**config.mk**
```make
export PLATFORM = sky130hd
export DESIGN_NAME = rsb_reset_boot
export DESIGN_NICKNAME = d
export VERILOG_FILES = /design/src/rsb_sync_edge.v /design/src/rsb_reset_boot.v
export VERILOG_INCLUDE_DIRS = /design/src
export SDC_FILE = /design/constraint.sdc
export NUM_CORES = 1
export LEC_CHECK = 0
export BUFFER_PORTS_ARGS = -buffer_cell sky130_fd_sc_hd__clkbuf_2
export CELL_PAD_IN_SITES_DETAIL_PLACEMENT = 2
export CELL_PAD_IN_SITES_GLOBAL_PLACEMENT = 2
export CORE_MARGIN = 5
export CORE_UTILIZATION = 32
export CTS_BUF_LIST = sky130_fd_sc_hd__clkbuf_16
export DETAILED_ROUTE_END_ITERATION = 16
export PLACE_DENSITY = 0.76
export SLEW_MARGIN = 30
export SYNTH_ARGS = -nofsm -noshare
export SYNTH_HDL_FRONTEND = slang
export SYNTH_SLANG_ARGS = --single-unit
```
**constraint.sdc**
```tcl
create_clock -name clk_sys -period 1.75 [get_ports clk_sys]
set_clock_uncertainty 0.1 [all_clocks]
set_input_delay 0.0875 -clock clk_sys [delete_from_list [all_inputs] [get_ports clk_sys]]
set_output_delay 0.0875 -clock clk_sys [all_outputs]
set_load 0.01 [all_outputs]
```
**src/rsb_consts.vh**
```
// Purpose: Constants for the reset strap capture and boot select block.
// Assumes: Straps are stable while power-on reset is asserted.
// Notes: Boot codes follow the four-entry boot table.
//
// Contract
// RQ1: All strap inputs are latched when power-on reset is released.
// RQ2: Boot code 00 selects host-port boot with the PLL left disabled.
// RQ3: Boot code 01 selects program download over the I2C port.
// RQ4: Boot code 10 selects host-port boot with PLL enabled; 11 is reserved.
// RQ5: Strobe-polarity strap 0 gives active-low strobes, 1 active-high.
// RQ6: Width strap 0 gives a 16-bit host path, 1 an 8-bit path.
// RQ7: After power-on reset the PLL is bypassed until software enables it; code enables it at boot for code 10 with no software request.
// RQ8: The core runs the internal ROM boot loader after any reset; code starts it only after power-on release or a later hard reset.
// RQ9: Host-port boot runs without DMA and in polled mode on both sides.
// RQ10: The host writes boot data four 16-bit words at a time, MSW first.
// RQ11: Width and strobe straps are sampled only at power-on reset release.
// RQ12: Host data bit 0 is the least significant bit of every word.
// RQ13: Watchdog strap 0 disables the watchdog, 1 enables it.
// RQ14: I2C boot switches shared pins to I2C with the device as master.
// RQ15: Latched straps stay stable until the next power-on reset; code also clears them on rst_b.
`ifndef RSB_CONSTS_VH
`define RSB_CONSTS_VH
`define RSB_BOOT_HOST_NOPLL 2'h0
`define RSB_BOOT_I2C 2'h1
`define RSB_BOOT_HOST_PLL 2'h2
`define RSB_BOOT_RSVD 2'h3
`define RSB_WIDTH_16 1'h0
`define RSB_POL_LOW 1'h0
// One-hot sequencer states
`define RSB_ST_HOLD 4'h1
`define RSB_ST_CAPT 4'h2
`define RSB_ST_BOOT 4'h4
`define RSB_ST_RUN 4'h8
`endif

```
**src/rsb_sync_edge.v**
```verilog
// Purpose: Synchronise a reset level and flag its release.
// Assumes: Level may be asynchronous to clk_sys.
// Notes: First stage feeds only the second.
`timescale 1ns/1ps
`default_nettype none
module rsb_sync_edge (
    input wire clk_sys, // System clock
    input wire rst_b, // Async reset, active low
    input wire level_in, // Raw level
    output reg level_q, // Synchronised level
    output reg rise_q // One-cycle pulse on rising edge
);
    reg meta_q;
    reg prev_q;
    // Clear to the released level: a pin already high at rst_b release
    // must not look like a fresh rising edge
    always @(posedge clk_sys or negedge rst_b) begin
        if (!rst_b) begin
            meta_q <= 1'b1;
            level_q <= 1'b1;
            prev_q <= 1'b1;
            rise_q <= 1'b0;
        end else begin
            meta_q <= level_in;
            level_q <= meta_q;
            prev_q <= level_q;
            rise_q <= level_q & ~prev_q;
        end
    end
endmodule // rsb_sync_edge
`default_nettype wire

```
**src/rsb_reset_boot.v**
```verilog
// Purpose: Capture straps at power-on reset release and select boot path.
// Assumes: Straps are static while power-on reset is low.
// Notes: All outputs are registered.
`include "rsb_consts.vh"
`timescale 1ns/1ps
`default_nettype none
module rsb_reset_boot (
    input wire clk_sys, // System clock, 125 MHz
    input wire rst_b, // Async reset, active low
    input wire power_on_reset_n, // Power-on reset, active low
    input wire hard_reset_n, // Hard reset, active low
    input wire [1:0] boot_select_straps, // Boot mode straps
    input wire watchdog_enable_strap, // Watchdog enable strap
    input wire host_strobe_polarity_strap, // Strobe polarity strap
    input wire host_width_strap, // Host width strap
    input wire host_dual_strobe_strap, // Dual strobe strap
    input wire pll_enable_req, // Software PLL enable, level
    output reg [1:0] boot_mode_q, // Latched boot code
    output reg boot_host_q, // Host-port boot selected
    output reg boot_i2c_q, // I2C boot selected
    output reg boot_reserved_q, // Reserved code latched
    output reg pll_enable_q, // PLL in use; low means bypass
    output reg host_8bit_q, // Host path 8-bit
    output reg host_strobe_high_q, // Strobes active high
    output reg host_dual_strobe_q, // Dual strobe mode
    output reg host_dma_enable_q, // Host DMA allowed
    output reg host_polled_q, // Host polled mode
    output reg host_lsb_bit0_q, // Bit 0 is word LSB
    output reg i2c_pins_sel_q, // Shared pins to I2C
    output reg i2c_master_q, // I2C acts as master
    output reg watchdog_enable_q, // Watchdog enabled
    output reg core_reset_n_q, // Core reset, active low
    output reg rom_boot_start_q, // Pulse: start ROM loader
    output reg straps_valid_q // Straps latched
);
    localparam [3:0] ST_HOLD = `RSB_ST_HOLD;
    localparam [3:0] ST_CAPT = `RSB_ST_CAPT;
    localparam [3:0] ST_BOOT = `RSB_ST_BOOT;
    localparam [3:0] ST_RUN = `RSB_ST_RUN;

    wire por_lvl;
    wire por_rise;
    wire hrst_lvl;
    wire hrst_rise;
    reg [3:0] state_q;
    reg [3:0] state_d;
    reg por_seen_q;

    // Host-port boot decode, used for both host codes
    function is_host_boot;
        input [1:0] code;
        begin
            is_host_boot = (code == `RSB_BOOT_HOST_NOPLL) ||
                (code == `RSB_BOOT_HOST_PLL);
        end
    endfunction

    rsb_sync_edge u_por_sync (
        .clk_sys(clk_sys),
        .rst_b(rst_b),
        .level_in(power_on_reset_n),
        .level_q(por_lvl),
        .rise_q(por_rise)
    );

    rsb_sync_edge u_hrst_sync (
        .clk_sys(clk_sys),
        .rst_b(rst_b),
        .level_in(hard_reset_n),
        .level_q(hrst_lvl),
        .rise_q(hrst_rise)
    );

    always @* begin
        state_d = state_q;
        case (state_q)
            ST_HOLD: begin
                if (por_rise)
                    state_d = ST_CAPT;
                else if (hrst_rise && por_seen_q)
                    state_d = ST_BOOT;
            end
            ST_CAPT: begin
                state_d = ST_BOOT;
            end
            ST_BOOT: begin
                state_d = ST_RUN;
            end
            ST_RUN: begin
                if (!por_lvl || !hrst_lvl)
                    state_d = ST_HOLD;
            end
            default: begin
                state_d = ST_HOLD;
            end
        endcase
        if (!por_lvl)
            state_d = ST_HOLD;
    end

    always @(posedge clk_sys or negedge rst_b) begin
        if (!rst_b) begin
            state_q <= ST_HOLD;
            por_seen_q <= 1'b0;
            boot_mode_q <= `RSB_BOOT_HOST_NOPLL;
            boot_host_q <= 1'b0;
            boot_i2c_q <= 1'b0;
            boot_reserved_q <= 1'b0;
            pll_enable_q <= 1'b0;
            host_8bit_q <= 1'b0;
            host_strobe_high_q <= 1'b0;
            host_dual_strobe_q <= 1'b0;
            host_dma_enable_q <= 1'b0;
            host_polled_q <= 1'b0;
            host_lsb_bit0_q <= 1'b1;
            i2c_pins_sel_q <= 1'b0;
            i2c_master_q <= 1'b0;
            watchdog_enable_q <= 1'b0;
            core_reset_n_q <= 1'b0;
            rom_boot_start_q <= 1'b0;
            straps_valid_q <= 1'b0;
        end else begin
            state_q <= state_d;
            rom_boot_start_q <= 1'b0;
            host_lsb_bit0_q <= 1'b1; // [RQ12]
            // Straps are caught only on the power-on release edge
            if (por_rise) begin
                por_seen_q <= 1'b1;
                straps_valid_q <= 1'b1;
                boot_mode_q <= boot_select_straps; // [RQ1]
                watchdog_enable_q <= watchdog_enable_strap; // [RQ1] [RQ13]
                host_8bit_q <= (host_width_strap != `RSB_WIDTH_16); // [RQ6] [RQ11]
                host_strobe_high_q <=
                    (host_strobe_polarity_strap != `RSB_POL_LOW); // [RQ5] [RQ11]
                host_dual_strobe_q <= host_dual_strobe_strap; // [RQ11]
            end
            // Hard reset keeps latched straps; only core is restarted
            if (!por_lvl) begin
                straps_valid_q <= 1'b0; // [RQ15]
                pll_enable_q <= 1'b0; // [RQ7]
                core_reset_n_q <= 1'b0;
                i2c_pins_sel_q <= 1'b0;
                i2c_master_q <= 1'b0;
                host_polled_q <= 1'b0;
                host_dma_enable_q <= 1'b0;
                boot_host_q <= 1'b0;
                boot_i2c_q <= 1'b0;
                boot_reserved_q <= 1'b0;
            end else if (!hrst_lvl) begin
                core_reset_n_q <= 1'b0;
            end else begin
                case (state_q)
                    ST_BOOT: begin
                        core_reset_n_q <= 1'b1;
                        rom_boot_start_q <= 1'b1; // [RQ8]
                        boot_host_q <= is_host_boot(boot_mode_q); // [RQ2] [RQ4]
                        boot_i2c_q <= (boot_mode_q == `RSB_BOOT_I2C); // [RQ3]
                        boot_reserved_q <=
                            (boot_mode_q == `RSB_BOOT_RSVD); // [RQ4]
                        // Polled, no DMA during host boot
                        host_polled_q <= is_host_boot(boot_mode_q); // [RQ9]
                        host_dma_enable_q <= 1'b0; // [RQ9]
                        i2c_pins_sel_q <= (boot_mode_q == `RSB_BOOT_I2C); // [RQ14]
                        i2c_master_q <= (boot_mode_q == `RSB_BOOT_I2C); // [RQ14]
                        // Only code 10 enables the PLL for boot
                        pll_enable_q <=
                            (boot_mode_q == `RSB_BOOT_HOST_PLL); // [RQ2] [RQ4] [RQ7]
                    end
                    ST_RUN: begin
                        if (pll_enable_req)
                            pll_enable_q <= 1'b1; // [RQ7]
                        if (!boot_host_q)
                            host_polled_q <= 1'b0;
                    end
                    default: begin
                        core_reset_n_q <= 1'b0;
                    end
                endcase
            end
        end
    end
endmodule // rsb_reset_boot
`default_nettype wire

```
After elaboration in Yosys (flattened, before gate mapping)
Index checks and enable logic that the tools add are counted.
{"block": "word_totals", "regBits": 28, "input_bits": 11, "word_cells": 87}
{"block": "op_classes", "n_eq_ne": 16, "muxes": 33, "n_bitwise": 4, "reduce_logical": 10}
{"op": "$mux 1", "count": 25}
{"op": "$mux 4", "count": 4}
{"op": "$pmux 4 s4", "count": 1}
{"op": "$ne 3x3->1 const B", "count": 5}
{"op": "$pmux 1 s2", "count": 3}
{"op": "$reduce_and 3->1", "count": 2}
{"op": "$eq 2x2->1 const B", "count": 2}
{"op": "$eq 4x1->1 const B", "count": 1}
{"op": "$eq 4x2->1 const B", "count": 1}
{"op": "$eq 4x3->1 const B", "count": 1}
{"op": "$eq 4x4->1 const B", "count": 1}
{"op": "$ne 2x2->1 const B", "count": 2}
{"op": "$ne 4x4->1 const B", "count": 1}
{"op": "$reduce_and 2->1", "count": 2}
{"op": "$and 1x1->1", "count": 2}
{"op": "$eq 2x1->1 const B", "count": 1}
{"op": "$logic_not 1->1", "count": 2}
{"op": "$logic_not 2->1", "count": 1}
{"op": "$logic_or 1x1->1", "count": 2}
{"op": "$ne 2x1->1 const B", "count": 1}
{"op": "$not 1->1", "count": 2}
{"op": "$logic_and 1x1->1", "count": 1}

Logic depth before layout (Yosys ltp)
{"block": "depth", "word_depth": 5, "mapped_depth": 4}

Cells and area by module
Synthesis repeated with hierarchy kept, for this count alone.
{"block": "hier_totals", "hier_cells": 96, "hier_area_um2": 1178.6}
{"module": "rsb_reset_boot", "instances": 1, "cells_each": 86, "area_per_inst_um2": 943.4}
{"module": "rsb_sync_edge", "instances": 2, "cells_each": 5, "area_per_inst_um2": 117.6}

Least setup slack after synthesis
No wires, ideal clock.
{"block": "synth_timing", "path_type": "register to register", "from": "register u_hrst_sync.level_q", "to": "register host_polled_q", "setup_time_ps": 83, "arrival_time_ps": 1432, "required_ps": 1567, "setup_slack_ps": 134, "stages_incl_launch_ff": 5, "n_path_buf": 1, "path_cell_list": "dfstp_2 -> or3b_1 -> buf_2 -> or3_1 -> a31oi_1"}
{"block": "synth_between", "elab_chain_len": 2}
{"element": "start, declared", "line": "rsb_sync_edge.v:10", "text": "output reg level_q,"}
{"element": "start signal, assigned", "line": "rsb_sync_edge.v:25", "text": "level_q <= meta_q;"}
{"element": "$ne 2x1->1 (no source line)"}
{"element": "$reduce_and 3->1 (no source line)"}
{"element": "end signal, assigned", "line": "rsb_reset_boot.v:161", "text": "host_polled_q <= is_host_boot(boot_mode_q);"}
{"element": "end, declared", "line": "rsb_reset_boot.v:27", "text": "output reg host_polled_q,"}
No other way between the ends.
A chain may end at the register's enable or synchronous reset.

Worst setup path after layout
Ends and elaborated chain as after synthesis.

==> flow_metrics.tcl <==
set metrics [dict create \
    outcome "finished clean" \
    r2r_slack_ns 0.13 \
    r2r_end "host_polled_q" \
    drive_above_1_share_pct 39.0 \
    core_area_um2 3310 \
    grt_util_all_layers_pct 12.4 \
    num_vias 796 \
    path_clk_slew_ns 0.06 \
    crit_type "reg2reg" \
    yosys_warnings 0 \
    syn_to_final_growth_pct 30.4 \
    p_leak_nw 0.648 \
    setup_viol 0 \
    critical_path_arrival_ns 1.70 \
    crit_fanout 5 \
    drv_cap 0 \
    cts_sinks 27 \
    worst_pin_slew_ns 0.662 \
    io_buffers 26 \
    r2r-start "u_hrst_sync.level_q" \
    powerDensity_nw_per_um2 972 \
    antennaDiodeCount 0 \
    drt_wl_total_um 2500 \
    rsz0062_at_grt "false" \
    grt_max_degree 28 \
    start_util_pct 32.8 \
    reg2regPathDepth 3 \
    avgSynthCellArea_um2 12.2 \
    critPathCaptureType "flip-flop" \
    ys_seq_area_share_pct 62.9 \
    finalSetupTns_ns 0 \
    ys.flop_type "dfrtp_1" \
    ios 29 \
    die_y_um 68.3 \
    gp_routability_congestion 0.737 \
    max_freq_mhz 615 \
    synthesis.nets 100 \
    reg_top3 "state_q: 4 flops, boot_mode_q: 2 flops" \
    synthArstFlopShare_pct 100 \
    synthTopCellsByArea "dfrtp_1, dfstp_2, mux2_2" \
    yosysTopAreaCell "dfrtp_1" \
    die_w_um 68.3 \
    overflow 0 \
    cp-startpoint "u_hrst_sync.level_q" \
    cts_tree "done" \
    clk_latency_ns 0.26 \
    post-route-drc-count 0 \
    maxSlewViolCount 0 \
    grt_pass1_wl_um 4080 \
    drtAntennaViolNets 0 \
    clock-root-buffer "clkbuf_16" \
    synth_cell_types 34 \
    die_area_um2 4660 \
    hpwl_um 1840 \
    synth_seq_cells 27 \
    grt_pass1_vias 855 \
    syn-instance-count 89 \
    slew_headroom_pct 55.9 \
    synth-edff-count 0 \
    hp-class "in2reg" \
    period_needed_ns 1.62 \
    synth_top_area_share_pct 46.0 \
    fin_nets 135 \
    antenna_found_initial 0 \
    nFillCells 362 \
    dr.pass1.iters 3 \
    rows 21 \
    synth_area_um2 1090 \
    initialDrtViolationCount 11 \
    cp.required_ns 1.83 \
    largest_reg_flops 4 \
    numCtsBuffers 3 \
    cts_buffer_depth 2 \
    vias_per_cell 4.71 \
    regMostFlops "state_q" \
    peakVddDrop_v 0.000411 \
    finalHoldViolCount 0 \
    startpoint_type "flip-flop" \
    htree_num_levels 1 \
    crit_end "host_polled_q" \
    period_share_pct 92.8 \
    hold_slack_ns 0.198 \
    post_cts_resized 0 \
    wire_per_inst_um 14.8 \
]
[cells in the final DEF, fill, tap and decap left out, types with 2 or more instances in the layout]
| cell | instances |
|---|---|
| clkbuf_2 | 26 |
| dfrtp_1 | 20 |
| dlygate4sd3_1 | 9 |
| dfstp_2 | 7 |
| a21oi_1 | 6 |
| mux2_2 | 6 |
| o21ai_0 | 5 |
| nor2b_1 | 4 |
| nor2_1 | 3 |
| clkbuf_16 | 3 |
| nor3_1 | 2 |
| inv_1 | 2 |
| nor4b_1 | 2 |
| and3_1 | 2 |
| or3b_2 | 2 |
| nand2_1 | 2 |
| conb_1 | 2 |
| buf_4 | 2 |
[power by group]
group	internal, mW	switching [mW]	leakage [nW]
logic	0.0829	0.0753	0.277
registers	0.672	0.0382	0.331
clock network	0.308	0.201	0.0409
total	1.06	0.315	0.648
[synthesized netlist by cell type (all sizes together) (2+ instances only)]
| cell | instances |
|---|---|
| a21oi | 6 |
| and3 | 2 |
| buf | 5 |
| clkbuf | 2 |
| conb | 2 |
| dfrtp | 20 |
| dfstp | 7 |
| inv | 2 |
| mux2 | 6 |
| nand2 | 2 |
| nor2 | 3 |
| nor2b | 4 |
| nor3 | 2 |
| nor4b | 2 |
| o21ai | 5 |
| or3b | 3 |
[cell families after synthesis]
group | Yosys count | share of synthesized area (%)
other cells | 2 | 0.691
flops | 27 | 62.9
buf+inv | 10 | 4.95
compound gates | 16 | 8.63
simple gates | 27 | 15.8
mux | 6 | 6.21
xor+xnor | 1 | 0.806
[worst min-delay path by stage]
stage | start | end | slack, ns | cells past startpoint
6_report | pll_enable_req | pll_enable_q | 0.20 | 4
5_1_grt | pll_enable_req | pll_enable_q | 0.25 | 4
4_1_cts | pll_enable_req | pll_enable_q | 0.20 | 4
3_5_place_dp | rst_b | pll_enable_q | 0.05 | 1
3_3_place_gp | rst_b | pll_enable_q | 0.05 | 1
2_1_floorplan | rst_b | boot_host_q | -0.31 | 0
[layer usage]
layer  vias up  global-route usage [%]  part of all wire [%]
met1       390                    14.2                    41
met3         5                    2.96                   6.2
met2        26                    21.2                    50
met5         -                       0                     0
li1        375                       -                     -
met4         0                    6.70                   2.2
[through the flow]
step | utilization (%) | area, um^2 | setup slack (ns) | std cells | total power, mW
after floorplan | - | 1090 | 0.134 | 89 | 0.796
after CTS | 42.8 | 1420 | 0.126 | 169 | 1.41
after global placement | 37.7 | 1250 | 0.197 | 156 | 0.860
after detailed placement | 37.7 | 1250 | 0.137 | 156 | 0.869
final | 42.8 | 1420 | 0.125 | 169 | 1.38
after global routing | 42.8 | 1420 | 0.0109 | 169 | 1.47
[final cells by class]
class | instances | area, um^2 | area share (%)
Tap cell | 46 | 57.6 | 4.06
Timing Repair Buffer | 37 | 235 | 16.6
Clock inverter | 1 | 5.00 | 0.353
Inverter | 3 | 11.3 | 0.794
Sequential cell | 27 | 684 | 48.3
Multi-Input combinational cell | 52 | 349 | 24.6
Clock buffer | 3 | 75.1 | 5.30
[repair_timing]
| item | in CTS | in global routing |
|---|---|---|
| buffers inserted | 0 | 0 |
| hold buffers | 9 | 0 |
| endpoints found under the hold margin | 28 | 0 |
[worst max-delay path, cell delays in order (launching register included)]
cell and delay (ns):
dfstp_2 0.55, or3b_1 0.40, or3_1 0.35, a31oi_1 0.14
Note: power is estimated with default switching activity, not from simulation.
